$ cat src/wdt_cfg.svh
// constants for the watchdog and reset-cause block
`ifndef WDT_CFG_SVH
`define WDT_CFG_SVH

`define REG_ADDR_W 4
`define REG_OFS_CAUSE 4'h0
`define REG_OFS_CONTROL 4'h1

`define CAUSE_SCAN_BIT 4
`define CAUSE_WDOG_BIT 3
`define CAUSE_BROWN_BIT 2
`define CAUSE_PIN_BIT 1
`define CAUSE_POWER_BIT 0
`define CAUSE_POR_VALUE 5'h01

`define CTRL_CE_BIT 4
`define CTRL_EN_BIT 3
`define CTRL_SEL_MSB 2
`define CTRL_SEL_LSB 0
`define CTRL_RESET_SEL 3'h0

`define CE_HOLD_CYCLES 3'h4
`define WDT_BASE_CYCLES 16384
`define WDT_COUNT_W 22

`endif

$ cat src/wdt_pkg.sv
// types shared by the watchdog and reset-cause block
package wdt_pkg;

  typedef struct packed {
    logic [3:0] addr;
    logic [7:0] wdata;
    logic wr;
    logic rd;
  } reg_req_t;

  typedef struct packed {
    logic pin;
    logic brownout;
    logic scan;
    logic osc;
  } async_in_t;

  typedef struct packed {
    logic bod_enable;
    logic comparator_bandgap_select;
    logic adc_enable;
  } ref_req_t;

  typedef struct packed {
    logic started;
    logic level2;
    logic [4:0] cause;
    logic ce;
    logic [2:0] ce_age;
    logic enable;
    logic [2:0] sel;
    logic rst_pulse;
    logic delay_start;
    logic osc_prev;
    logic [7:0] rdata;
    logic bandgap;
  } ctrl_state_t;

endpackage

$ cat src/wdt_pin_sync.sv
// three-stage synchroniser with second/third stage agreement
`timescale 1ns/1ns
module wdt_pin_sync #(
  parameter int WIDTH = 1
) (
  // clock and reset
  input wire logic sys_clk,
  input wire logic sys_rst,
  // raw and filtered level
  input wire logic [WIDTH-1:0] raw,
  output logic [WIDTH-1:0] stable
);

  typedef struct packed {
    logic [WIDTH-1:0] ff1;
    logic [WIDTH-1:0] ff2;
    logic [WIDTH-1:0] ff3;
    logic [WIDTH-1:0] level;
  } sync_state_t;

  sync_state_t st;
  sync_state_t next_st;

  always_comb
  begin
    next_st = st;
    next_st.ff1 = raw;
    next_st.ff2 = st.ff1;
    next_st.ff3 = st.ff2;
    for (int i = 0; i < WIDTH; i++)
    begin
      if (st.ff2[i] == st.ff3[i])
      begin
        next_st.level[i] = st.ff3[i];
      end
    end
  end

  always_ff @(posedge sys_clk)
  begin
    if (sys_rst)
    begin
      st <= '0;
    end
    else
    begin
      st <= next_st;
    end
  end

  assign stable = st.level;

endmodule // wdt_pin_sync

$ cat src/wdt_timeout_counter.sv
// watchdog tick counter with selectable time-out
`include "wdt_cfg.svh"
`timescale 1ns/1ns
module wdt_timeout_counter #(
  parameter int BASE_CYCLES = `WDT_BASE_CYCLES
) (
  // clock and reset
  input wire logic sys_clk,
  input wire logic sys_rst,
  // control
  input wire logic tick,
  input wire logic clear,
  input wire logic [2:0] sel,
  // result
  output logic expire
);

  typedef struct packed {
    logic [`WDT_COUNT_W-1:0] count;
    logic expire;
  } cnt_state_t;

  cnt_state_t st;
  cnt_state_t next_st;
  logic [`WDT_COUNT_W-1:0] limit;

  // doubling period per select code
  assign limit = `WDT_COUNT_W'(BASE_CYCLES) << sel;

  always_comb
  begin
    next_st = st;
    next_st.expire = 1'b0;
    if (clear)
    begin
      next_st.count = '0;
    end
    else if (tick)
    begin
      if (st.count >= limit - `WDT_COUNT_W'(1))
      begin
        next_st.count = '0;
        next_st.expire = 1'b1;
      end
      else
      begin
        next_st.count = st.count + `WDT_COUNT_W'(1);
      end
    end
  end

  always_ff @(posedge sys_clk)
  begin
    if (sys_rst)
    begin
      st <= '0;
    end
    else
    begin
      st <= next_st;
    end
  end

  assign expire = st.expire;

endmodule // wdt_timeout_counter

$ cat src/watchdog_reset_status.sv
// watchdog timer with protected control and reset-cause status
//
// The plain strobed port and the placing of the registers are this design's own decisions.
`include "wdt_cfg.svh"
`timescale 1ns/1ns
module watchdog_reset_status #(
  parameter int BASE_CYCLES = `WDT_BASE_CYCLES
) (
  // clock and power-on reset
  input wire logic sys_clk,
  input wire logic sys_rst,
  // register port
  input wire wdt_pkg::reg_req_t reg_req,
  output logic [7:0] reg_rdata,
  // core events and fuses
  input wire logic watchdog_restart_instruction,
  input wire logic safety_level_fuse,
  // reset sources and the watchdog oscillator from outside the clock domain
  input wire wdt_pkg::async_in_t async_in,
  // reference requesters
  input wire wdt_pkg::ref_req_t ref_req,
  // outputs to the reset logic and the bandgap reference
  output logic watchdog_reset_pulse,
  output logic reset_delay_start,
  output logic chip_reset,
  output logic bandgap_enable
);

  // ********************************************************
  // input synchronisation
  // ********************************************************

  wdt_pkg::async_in_t synced;

  // oscillator sampled as a level, edges counted here
  wdt_pin_sync #(
    .WIDTH(4)
  ) u_sync (
    .sys_clk(sys_clk),
    .sys_rst(sys_rst),
    .raw(async_in),
    .stable(synced)
  );

  // ********************************************************
  // state
  // ********************************************************

  wdt_pkg::ctrl_state_t st;
  wdt_pkg::ctrl_state_t next_st;

  logic source_reset;
  logic any_reset;
  logic osc_tick;
  logic expire;
  logic count_clear;
  logic ctrl_write;
  logic cause_write;
  logic wr_ce;
  logic wr_en;
  logic [2:0] wr_sel;
  logic enable_view;
  logic seq_open;
  logic seq_apply;
  logic seq_late_enable;
  logic ce_last;
  logic expire_ok;
  logic [7:0] cause_view;
  logic [7:0] control_view;

  // any external source holds the chip in reset
  assign source_reset = synced.pin | synced.brownout | synced.scan;
  assign any_reset = source_reset | st.rst_pulse;

  // one tick per rising oscillator edge, never twice
  assign osc_tick = synced.osc & ~st.osc_prev;

  // ********************************************************
  // register decode
  // ********************************************************

  assign ctrl_write = reg_req.wr && (reg_req.addr == `REG_OFS_CONTROL);
  assign cause_write = reg_req.wr && (reg_req.addr == `REG_OFS_CAUSE);
  assign wr_ce = reg_req.wdata[`CTRL_CE_BIT];
  assign wr_en = reg_req.wdata[`CTRL_EN_BIT];
  assign wr_sel = reg_req.wdata[`CTRL_SEL_MSB:`CTRL_SEL_LSB];

  // level 2 always reports enabled
  assign enable_view = st.enable | st.level2;

  // ********************************************************
  // timed sequence decode
  // ********************************************************

  // opening write needs change-enable and enable both high
  assign seq_open = ctrl_write && st.started && wr_ce && wr_en;
  // second write of the sequence, window still open
  assign seq_apply = ctrl_write && st.started && !seq_open && st.ce;
  // plain enabling outside a window
  assign seq_late_enable = ctrl_write && st.started && !seq_open && !st.ce && wr_en;
  // last cycle of the change-enable window
  assign ce_last = st.ce && (st.ce_age == `CE_HOLD_CYCLES - 3'h1);

  // ********************************************************
  // expiry and read views
  // ********************************************************

  // expiry counts only while enabled and no other reset runs
  assign expire_ok = expire && enable_view && !source_reset && !st.rst_pulse;

  assign cause_view = {3'h0, st.cause};
  assign control_view = {3'h0, st.ce, enable_view, st.sel};

  // ********************************************************
  // counter
  // ********************************************************

  // held clear while disabled, on restart and on any chip reset
  assign count_clear = ~enable_view | any_reset | watchdog_restart_instruction | ~st.started;

  wdt_timeout_counter #(
    .BASE_CYCLES(BASE_CYCLES)
  ) u_counter (
    .sys_clk(sys_clk),
    .sys_rst(sys_rst),
    .tick(osc_tick),
    .clear(count_clear),
    .sel(st.sel),
    .expire(expire)
  );

  // ********************************************************
  // next state
  // ********************************************************

  always_comb
  begin
    next_st = st;
    next_st.osc_prev = synced.osc;
    next_st.rst_pulse = 1'b0;
    next_st.delay_start = 1'b0;
    next_st.rdata = 8'h00;

    // fuse caught in the first cycle after power-on release
    if (!st.started)
    begin
      next_st.started = 1'b1;
      next_st.level2 = safety_level_fuse;
      next_st.enable = safety_level_fuse;
    end

    // change-enable window
    if (st.ce)
    begin
      if (ce_last)
      begin
        next_st.ce = 1'b0;
        next_st.ce_age = 3'h0;
      end
      else
      begin
        next_st.ce_age = st.ce_age + 3'h1;
      end
    end

    // control register write
    if (seq_open)
    begin
      // opening a timed sequence restarts the window
      next_st.ce = 1'b1;
      next_st.ce_age = 3'h0;
      next_st.enable = 1'b1;
    end
    else if (seq_apply)
    begin
      next_st.sel = wr_sel;
      next_st.enable = wr_en | st.level2;
      next_st.ce = wr_ce;
      next_st.ce_age = 3'h0;
    end
    else if (seq_late_enable)
    begin
      // enabling needs no sequence
      next_st.enable = 1'b1;
    end

    // expiry while enabled, not during another reset
    if (expire_ok)
    begin
      next_st.rst_pulse = 1'b1;
    end

    // delay counter starts as the pulse falls
    if (st.rst_pulse)
    begin
      next_st.delay_start = 1'b1;
    end

    // cause flags: zero write clears, events win
    if (cause_write)
    begin
      next_st.cause = st.cause & reg_req.wdata[`CAUSE_SCAN_BIT:`CAUSE_POWER_BIT];
    end
    if (synced.scan)
    begin
      next_st.cause[`CAUSE_SCAN_BIT] = 1'b1;
    end
    if (st.rst_pulse)
    begin
      next_st.cause[`CAUSE_WDOG_BIT] = 1'b1;
    end
    if (synced.brownout)
    begin
      next_st.cause[`CAUSE_BROWN_BIT] = 1'b1;
    end
    if (synced.pin)
    begin
      next_st.cause[`CAUSE_PIN_BIT] = 1'b1;
    end

    // chip reset reloads control, flags survive
    if (any_reset && st.started)
    begin
      next_st.ce = 1'b0;
      next_st.ce_age = 3'h0;
      next_st.sel = `CTRL_RESET_SEL;
      next_st.enable = st.level2;
    end

    // read data in the following cycle
    if (reg_req.rd)
    begin
      unique case (reg_req.addr)
        `REG_OFS_CAUSE:
        begin
          next_st.rdata = cause_view;
        end
        `REG_OFS_CONTROL:
        begin
          next_st.rdata = control_view;
        end
        default:
        begin
          next_st.rdata = 8'h00;
        end
      endcase
    end

    next_st.bandgap = ref_req.bod_enable | ref_req.comparator_bandgap_select | ref_req.adc_enable;
  end

  // ********************************************************
  // registers
  // ********************************************************

  always_ff @(posedge sys_clk)
  begin
    if (sys_rst)
    begin
      st <= '0;
      st.cause <= `CAUSE_POR_VALUE;
    end
    else
    begin
      st <= next_st;
    end
  end

  // ********************************************************
  // outputs
  // ********************************************************

  assign reg_rdata = st.rdata;
  assign watchdog_reset_pulse = st.rst_pulse;
  assign reset_delay_start = st.delay_start;
  assign chip_reset = any_reset;
  assign bandgap_enable = st.bandgap;

endmodule // watchdog_reset_status

$ cat config.mk
export PLATFORM = sky130hd
export DESIGN_NAME = watchdog_reset_status
export DESIGN_NICKNAME = d
export VERILOG_FILES = /design/src/wdt_pkg.sv /design/src/wdt_pin_sync.sv /design/src/wdt_timeout_counter.sv /design/src/watchdog_reset_status.sv
export VERILOG_INCLUDE_DIRS = /design/src
export SDC_FILE = /design/constraint.sdc
export NUM_CORES = 1
export LEC_CHECK = 0
export ABC_AREA = 1
export BUFFER_PORTS_ARGS = -buffer_cell sky130_fd_sc_hd__buf_2
export CORE_MARGIN = 2
export CORE_UTILIZATION = 60
export DETAILED_ROUTE_END_ITERATION = 6
export PLACE_DENSITY = 0.82
export SLEW_MARGIN = 0
export SYNTH_ARGS = -nofsm -noshare
export SYNTH_HDL_FRONTEND = slang
export SYNTH_SLANG_ARGS = --single-unit
$ cat constraint.sdc
create_clock -name sys_clk -period 4.3 [get_ports sys_clk]
set_clock_uncertainty 0.2 [all_clocks]
set_input_delay 1.29 -clock sys_clk [delete_from_list [all_inputs] [get_ports sys_clk]]
set_output_delay 1.29 -clock sys_clk [all_outputs]
set_load 0.03 [all_outputs]
# Word-level counts from Yosys, hierarchy flattened
# Cells that the tools add are included.
# word_totals
latchBits	0
ff_bits	66
ram_bits	0
out_inout_bits	12
memories	0
mem_bits_ro	0
in_bits	25
# classes
n_eq_ne	7
n_addsub	3
n_bitwise	18
div_mod_pow	0
multipliers	0
muxes	21
shifts	1
n_lt_le_gt_ge	1
n_reduce_logical	29
# op_table
cell	n
22-bit by 1-bit adder with 22-bit output (second input constant)	1
22-bit >= comparator	1
22-bit two-way mux	1
15-bit by 3-bit left shift with 22-bit output (first input constant)	1
22-bit by 1-bit subtractor with 22-bit output (second input constant)	1
1-bit logical AND	14
4-bit two-way mux	3
1-bit two-way mux	11
5-bit two-way mux	2
1-bit bitwise OR	10
5-bit one-hot mux with 2 select lines	1
3-bit two-way mux	3
2-bit nonzero test	4
1-bit NOT	6
2-bit OR reduction	3
5-bit bitwise AND	1
5-bit by 1-bit inequality test with 1-bit output (second input constant)	1
1-bit equality test	4
4-bit by 1-bit equality test with 1-bit output (second input constant)	1
1-bit zero test	4
4-bit zero test	1
4-bit OR reduction	1
3-bit by 1-bit adder with 3-bit output (second input constant)	1
3-bit by 2-bit equality test with 1-bit output (second input constant)	1
other kinds (3)	3

# Longest topological paths before layout
# logic_depth
depth_word	13
depth_mapped	14

# Modules after synthesis
# From an unflattened synthesis, not the netlist that was laid out.
# hier_totals
hier_cells	390
hier_area_um2	2972.9
# modules_own_cells
mod	cells_per_inst	seq_area_each_um2	area_each_um2	n_inst
wdt_timeout_counter	182	460.4	1337.5	1
watchdog_reset_status	150	480.5	1124.8	1
wdt_pin_sync	58	320.3	510.5	1

# Worst setup path before layout
# OpenSTA, ideal clock, no wires.
# synth_timing
kind	input -> register
startpoint	input sys_rst
endpoint	register u_counter.st[1] in the netlist's numbering
n_path_buf	2
path_stages	7
setup_slack_ps	1903
arrival_ps	2133
path_cell_list	clkbuf_1 > nor3_1 > nand2_1 > inv_1 > nand2_4 > buf_12 > nor2_1
# synth_between
elab_chain_len	1
# synth_rtl
item	line_no	source
start, declared	watchdog_reset_status.sv:11	input wire logic sys_rst,
2-bit OR reduction (no source line)	n/a	
end signal, assigned	wdt_timeout_counter.sv:60	st <= next_st;
end, declared	wdt_timeout_counter.sv:23	cnt_state_t st;
# No other way between the ends.
# A chain may end at the register's enable or synchronous reset.

# Final worst setup path
# layout_timing
startpoint	register u_sync.st, in the netlist u_sync.stable[3]
endpoint	output chip_reset
# layout_between
elab_chain_len	3
# layout_rtl
item	line_no	source
start, declared	wdt_pin_sync.sv:21	sync_state_t st;
start signal, assigned	wdt_pin_sync.sv:47	st <= next_st;
1-bit bitwise OR (2 in a row)	watchdog_reset_status.sv:72	assign source_reset = synced.pin | synced.brownout | synced.scan;
1-bit bitwise OR	watchdog_reset_status.sv:73	assign any_reset = source_reset | st.rst_pulse;
end, declared	watchdog_reset_status.sv:25	output logic chip_reset,
# No other way between the ends.

==> impl_metrics.ini <==
[critical_path]
startpoint = u_sync.stable[3]$_SDFFE_PP0N_
crit_path_end_kind = primary output
timing.rr.start = control_view[2]$_SDFFE_PP0P_
r2r_slack_ns = 1.94
path_buf_inv = 1
cp_slowest_cell = dfxtp_1
worst_setup_path_start_kind = flop
path_delay_family = flip-flops
cp_max_fo = 3
worstSetupPathType = flop to primary output
cp.arrival_ns = 1.14
cp_data_required_time_ns = 2.81
slowest_delay_ns = 0.32
crit_chain = nor2_1 -> nand3_1 -> buf_2

[power_and_ir_drop]
p_leak_uw = 0.00137
power_density_nw_per_um2 = 368
total_power_uw = 1210
irDropWorstVdd_uv = 240

[drt]
drt-initial-drc-count = 183
post_drt_wl_per_cell_um = 11.5
drtPass1Iterations = 4
avgViaCountPerCell = 5.17
ant_nets = 0
route.detailed.drc = 0
via_count = 2524
wl_um = 5630

[yosys]
synth_area_um2 = 2920
syn_inst = 398
ys_types = 28
yosysWarnings = 0
ys_seq_area_share_pct = 43.3
synth_seq_cells = 63
synth.avg_cell_area_um2 = 7.32

[clock_tree]
clkSinkCount = 63
cts_setup_buffers = 0
holdBufCountCts = 0
clk_pin_slew_ns = 0.07
numCtsBuffers = 9
cts_buffer_depth = 2
clock_latency_ns = 0.35
ctsRootBufferMaster = clkbuf_8
cts_resized = 0
htreeDepth = 3
cts_tree = yes

[cells_and_area]
layout-drive-gt1-share_pct = 14.7
final_cell_mix = 74 x nand2_1, 72 x nor2_1, 63 x dfxtp_1
finalNonFillerCells = 488
fin_nets = 464
layout_commonest_cell = nand2_1
design_area_um2 = 3270
antenna_cells = 0
syn_to_final_growth_pct = 12.2

[place]
io_buffers = 30
gp_congestion = 0.888
hpwlAfterDp_um = 4060
place_worst_setup_slack_ns = 1.64
placed_area_um2 = 3050
dp.cells = 472

[global_route]
track_usage_pct = 22.8
grt_max_degree = 27
antenna_found_initial = 0
grt_overflow_total = 0
grt_pass1_wl_um = 9530
grt_pass1_vias = 2340

[min_path]
min_from = u_sync.next_st[11]$_SDFF_PP0_
hold_class = flop to flop

[sta]
setup_slack_ns = 1.67
finalHoldViolations = 0
slew_violations = 0
setup_viol = 0
rsz0062_at_grt = no
fin_tns_setup_ns = 0
timing.fmax_mhz = 380
min_period_ns = 2.63
period_share_pct = 61.3

[die]
boundaryPins = 37
start_util_pct = 62.1
die_width_um = 73.7
core-area_um2 = 4690
num_rows = 25
die_area_um2 = 5430
fp.dieH_um = 73.7

[flow_run]
drv_cap = 0

[status]
outcome = finished clean
final timing paths:
path	cells past startpoint	end
setup reg to reg	13	u_counter.st[21]$_SDFFE_PP0P_
hold reg to reg	2	u_sync.next_st[7]$_SDFF_PP0_
setup / recovery	3	chip_reset
hold / removal	2	u_sync.next_st[7]$_SDFF_PP0_
per-stage QoR:
step / hold WS [ns] / util (%)
2_1_floorplan: 0.188 / -
3_3_place_gp: 0.188 / 65.0
3_5_place_dp: 0.193 / 65.0
4_1_cts: 0.204 / 69.7
5_1_grt: 0.220 / 69.7
6_report: 0.204 / 69.7
sequential cells by signal (all words and copies together) (netlist names):
register / flops
control_view: 4
u_sync.stable: 4
u_counter.expire: 1
reset_delay_start: 1
reg_rdata: 5
cause_view: 5
u_sync.next_st: 8
st: 7
u_sync.st: 4
watchdog_reset_pulse: 1
u_counter.st: 22
bandgap_enable: 1
per-layer routing:
layer	track usage (%)	share of wire, %	wire (um)
met3	4.39	4.4	248
met2	36.9	47	2660
met1	27.8	46	2610
met5	0	0	0
met4	13.7	2.0	112
Yosys cell counts, drive strengths merged:
library cell,number,share of area (%)
o2111ai,1,0.30
a21oi,26,4.5
ha,10,4.3
o211ai,1,0.26
nand3,14,2.4
o21ai,15,2.6
nand2,78,11
nand4,13,3.3
inv,55,7.1
a211oi,6,1.5
o22ai,2,0.43
dfxtp,63,43
nor2,83,12
mux2i,1,0.34
xor2,6,1.8
buf,9,2.7
nor3,9,1.9
xnor2,1,0.30
conb,2,0.26
clkbuf,3,0.39
worst reg2reg max path, stage by stage (launching register included):
cell	delay, ns
dfxtp_1	0.43
inv_1	0.10
a21oi_1	0.16
o21ai_0	0.12
ha_1	0.30
nand2_1	0.05
nor2_1	0.13
nand2_1	0.09
nor2_1	0.11
nand3_1	0.07
nand2_1	0.08
nand2_2	0.09
nand2_4	0.23
nor2_1	0.09
kinds of logic (layout without fill, tap and decap cells):
kind of cell               after synthesis  after routing  share of synthesized area, %
other                                    2              4                         0.258
adders and majority gates               10             10                          4.29
and+or+nand+nor                        197            197                          30.0
buffers and inverters                   67            101                          10.2
AOI/OAI and AO/OA                       51             51                          9.57
xor gates and xnor gates                 7              7                          2.10
DFF                                     63             63                          43.3
muxes                                    1              1                         0.343
report_power, final:
group | switching (uW) | internal (uW)
sequential | 3.69 | 591
combinational | 31.7 | 15.5
clock | 237 | 326
area by class of cell:
type	count	area [um2]
timing repair buffer	30	150
sequential	63	1260
inverter	55	206
clock inverter	7	97.6
clock buffer	9	124
tap	54	67.6
multi-input combinational	270	1360
fill	384	1420
No activity file was read; power rests on OpenSTA's default activity.
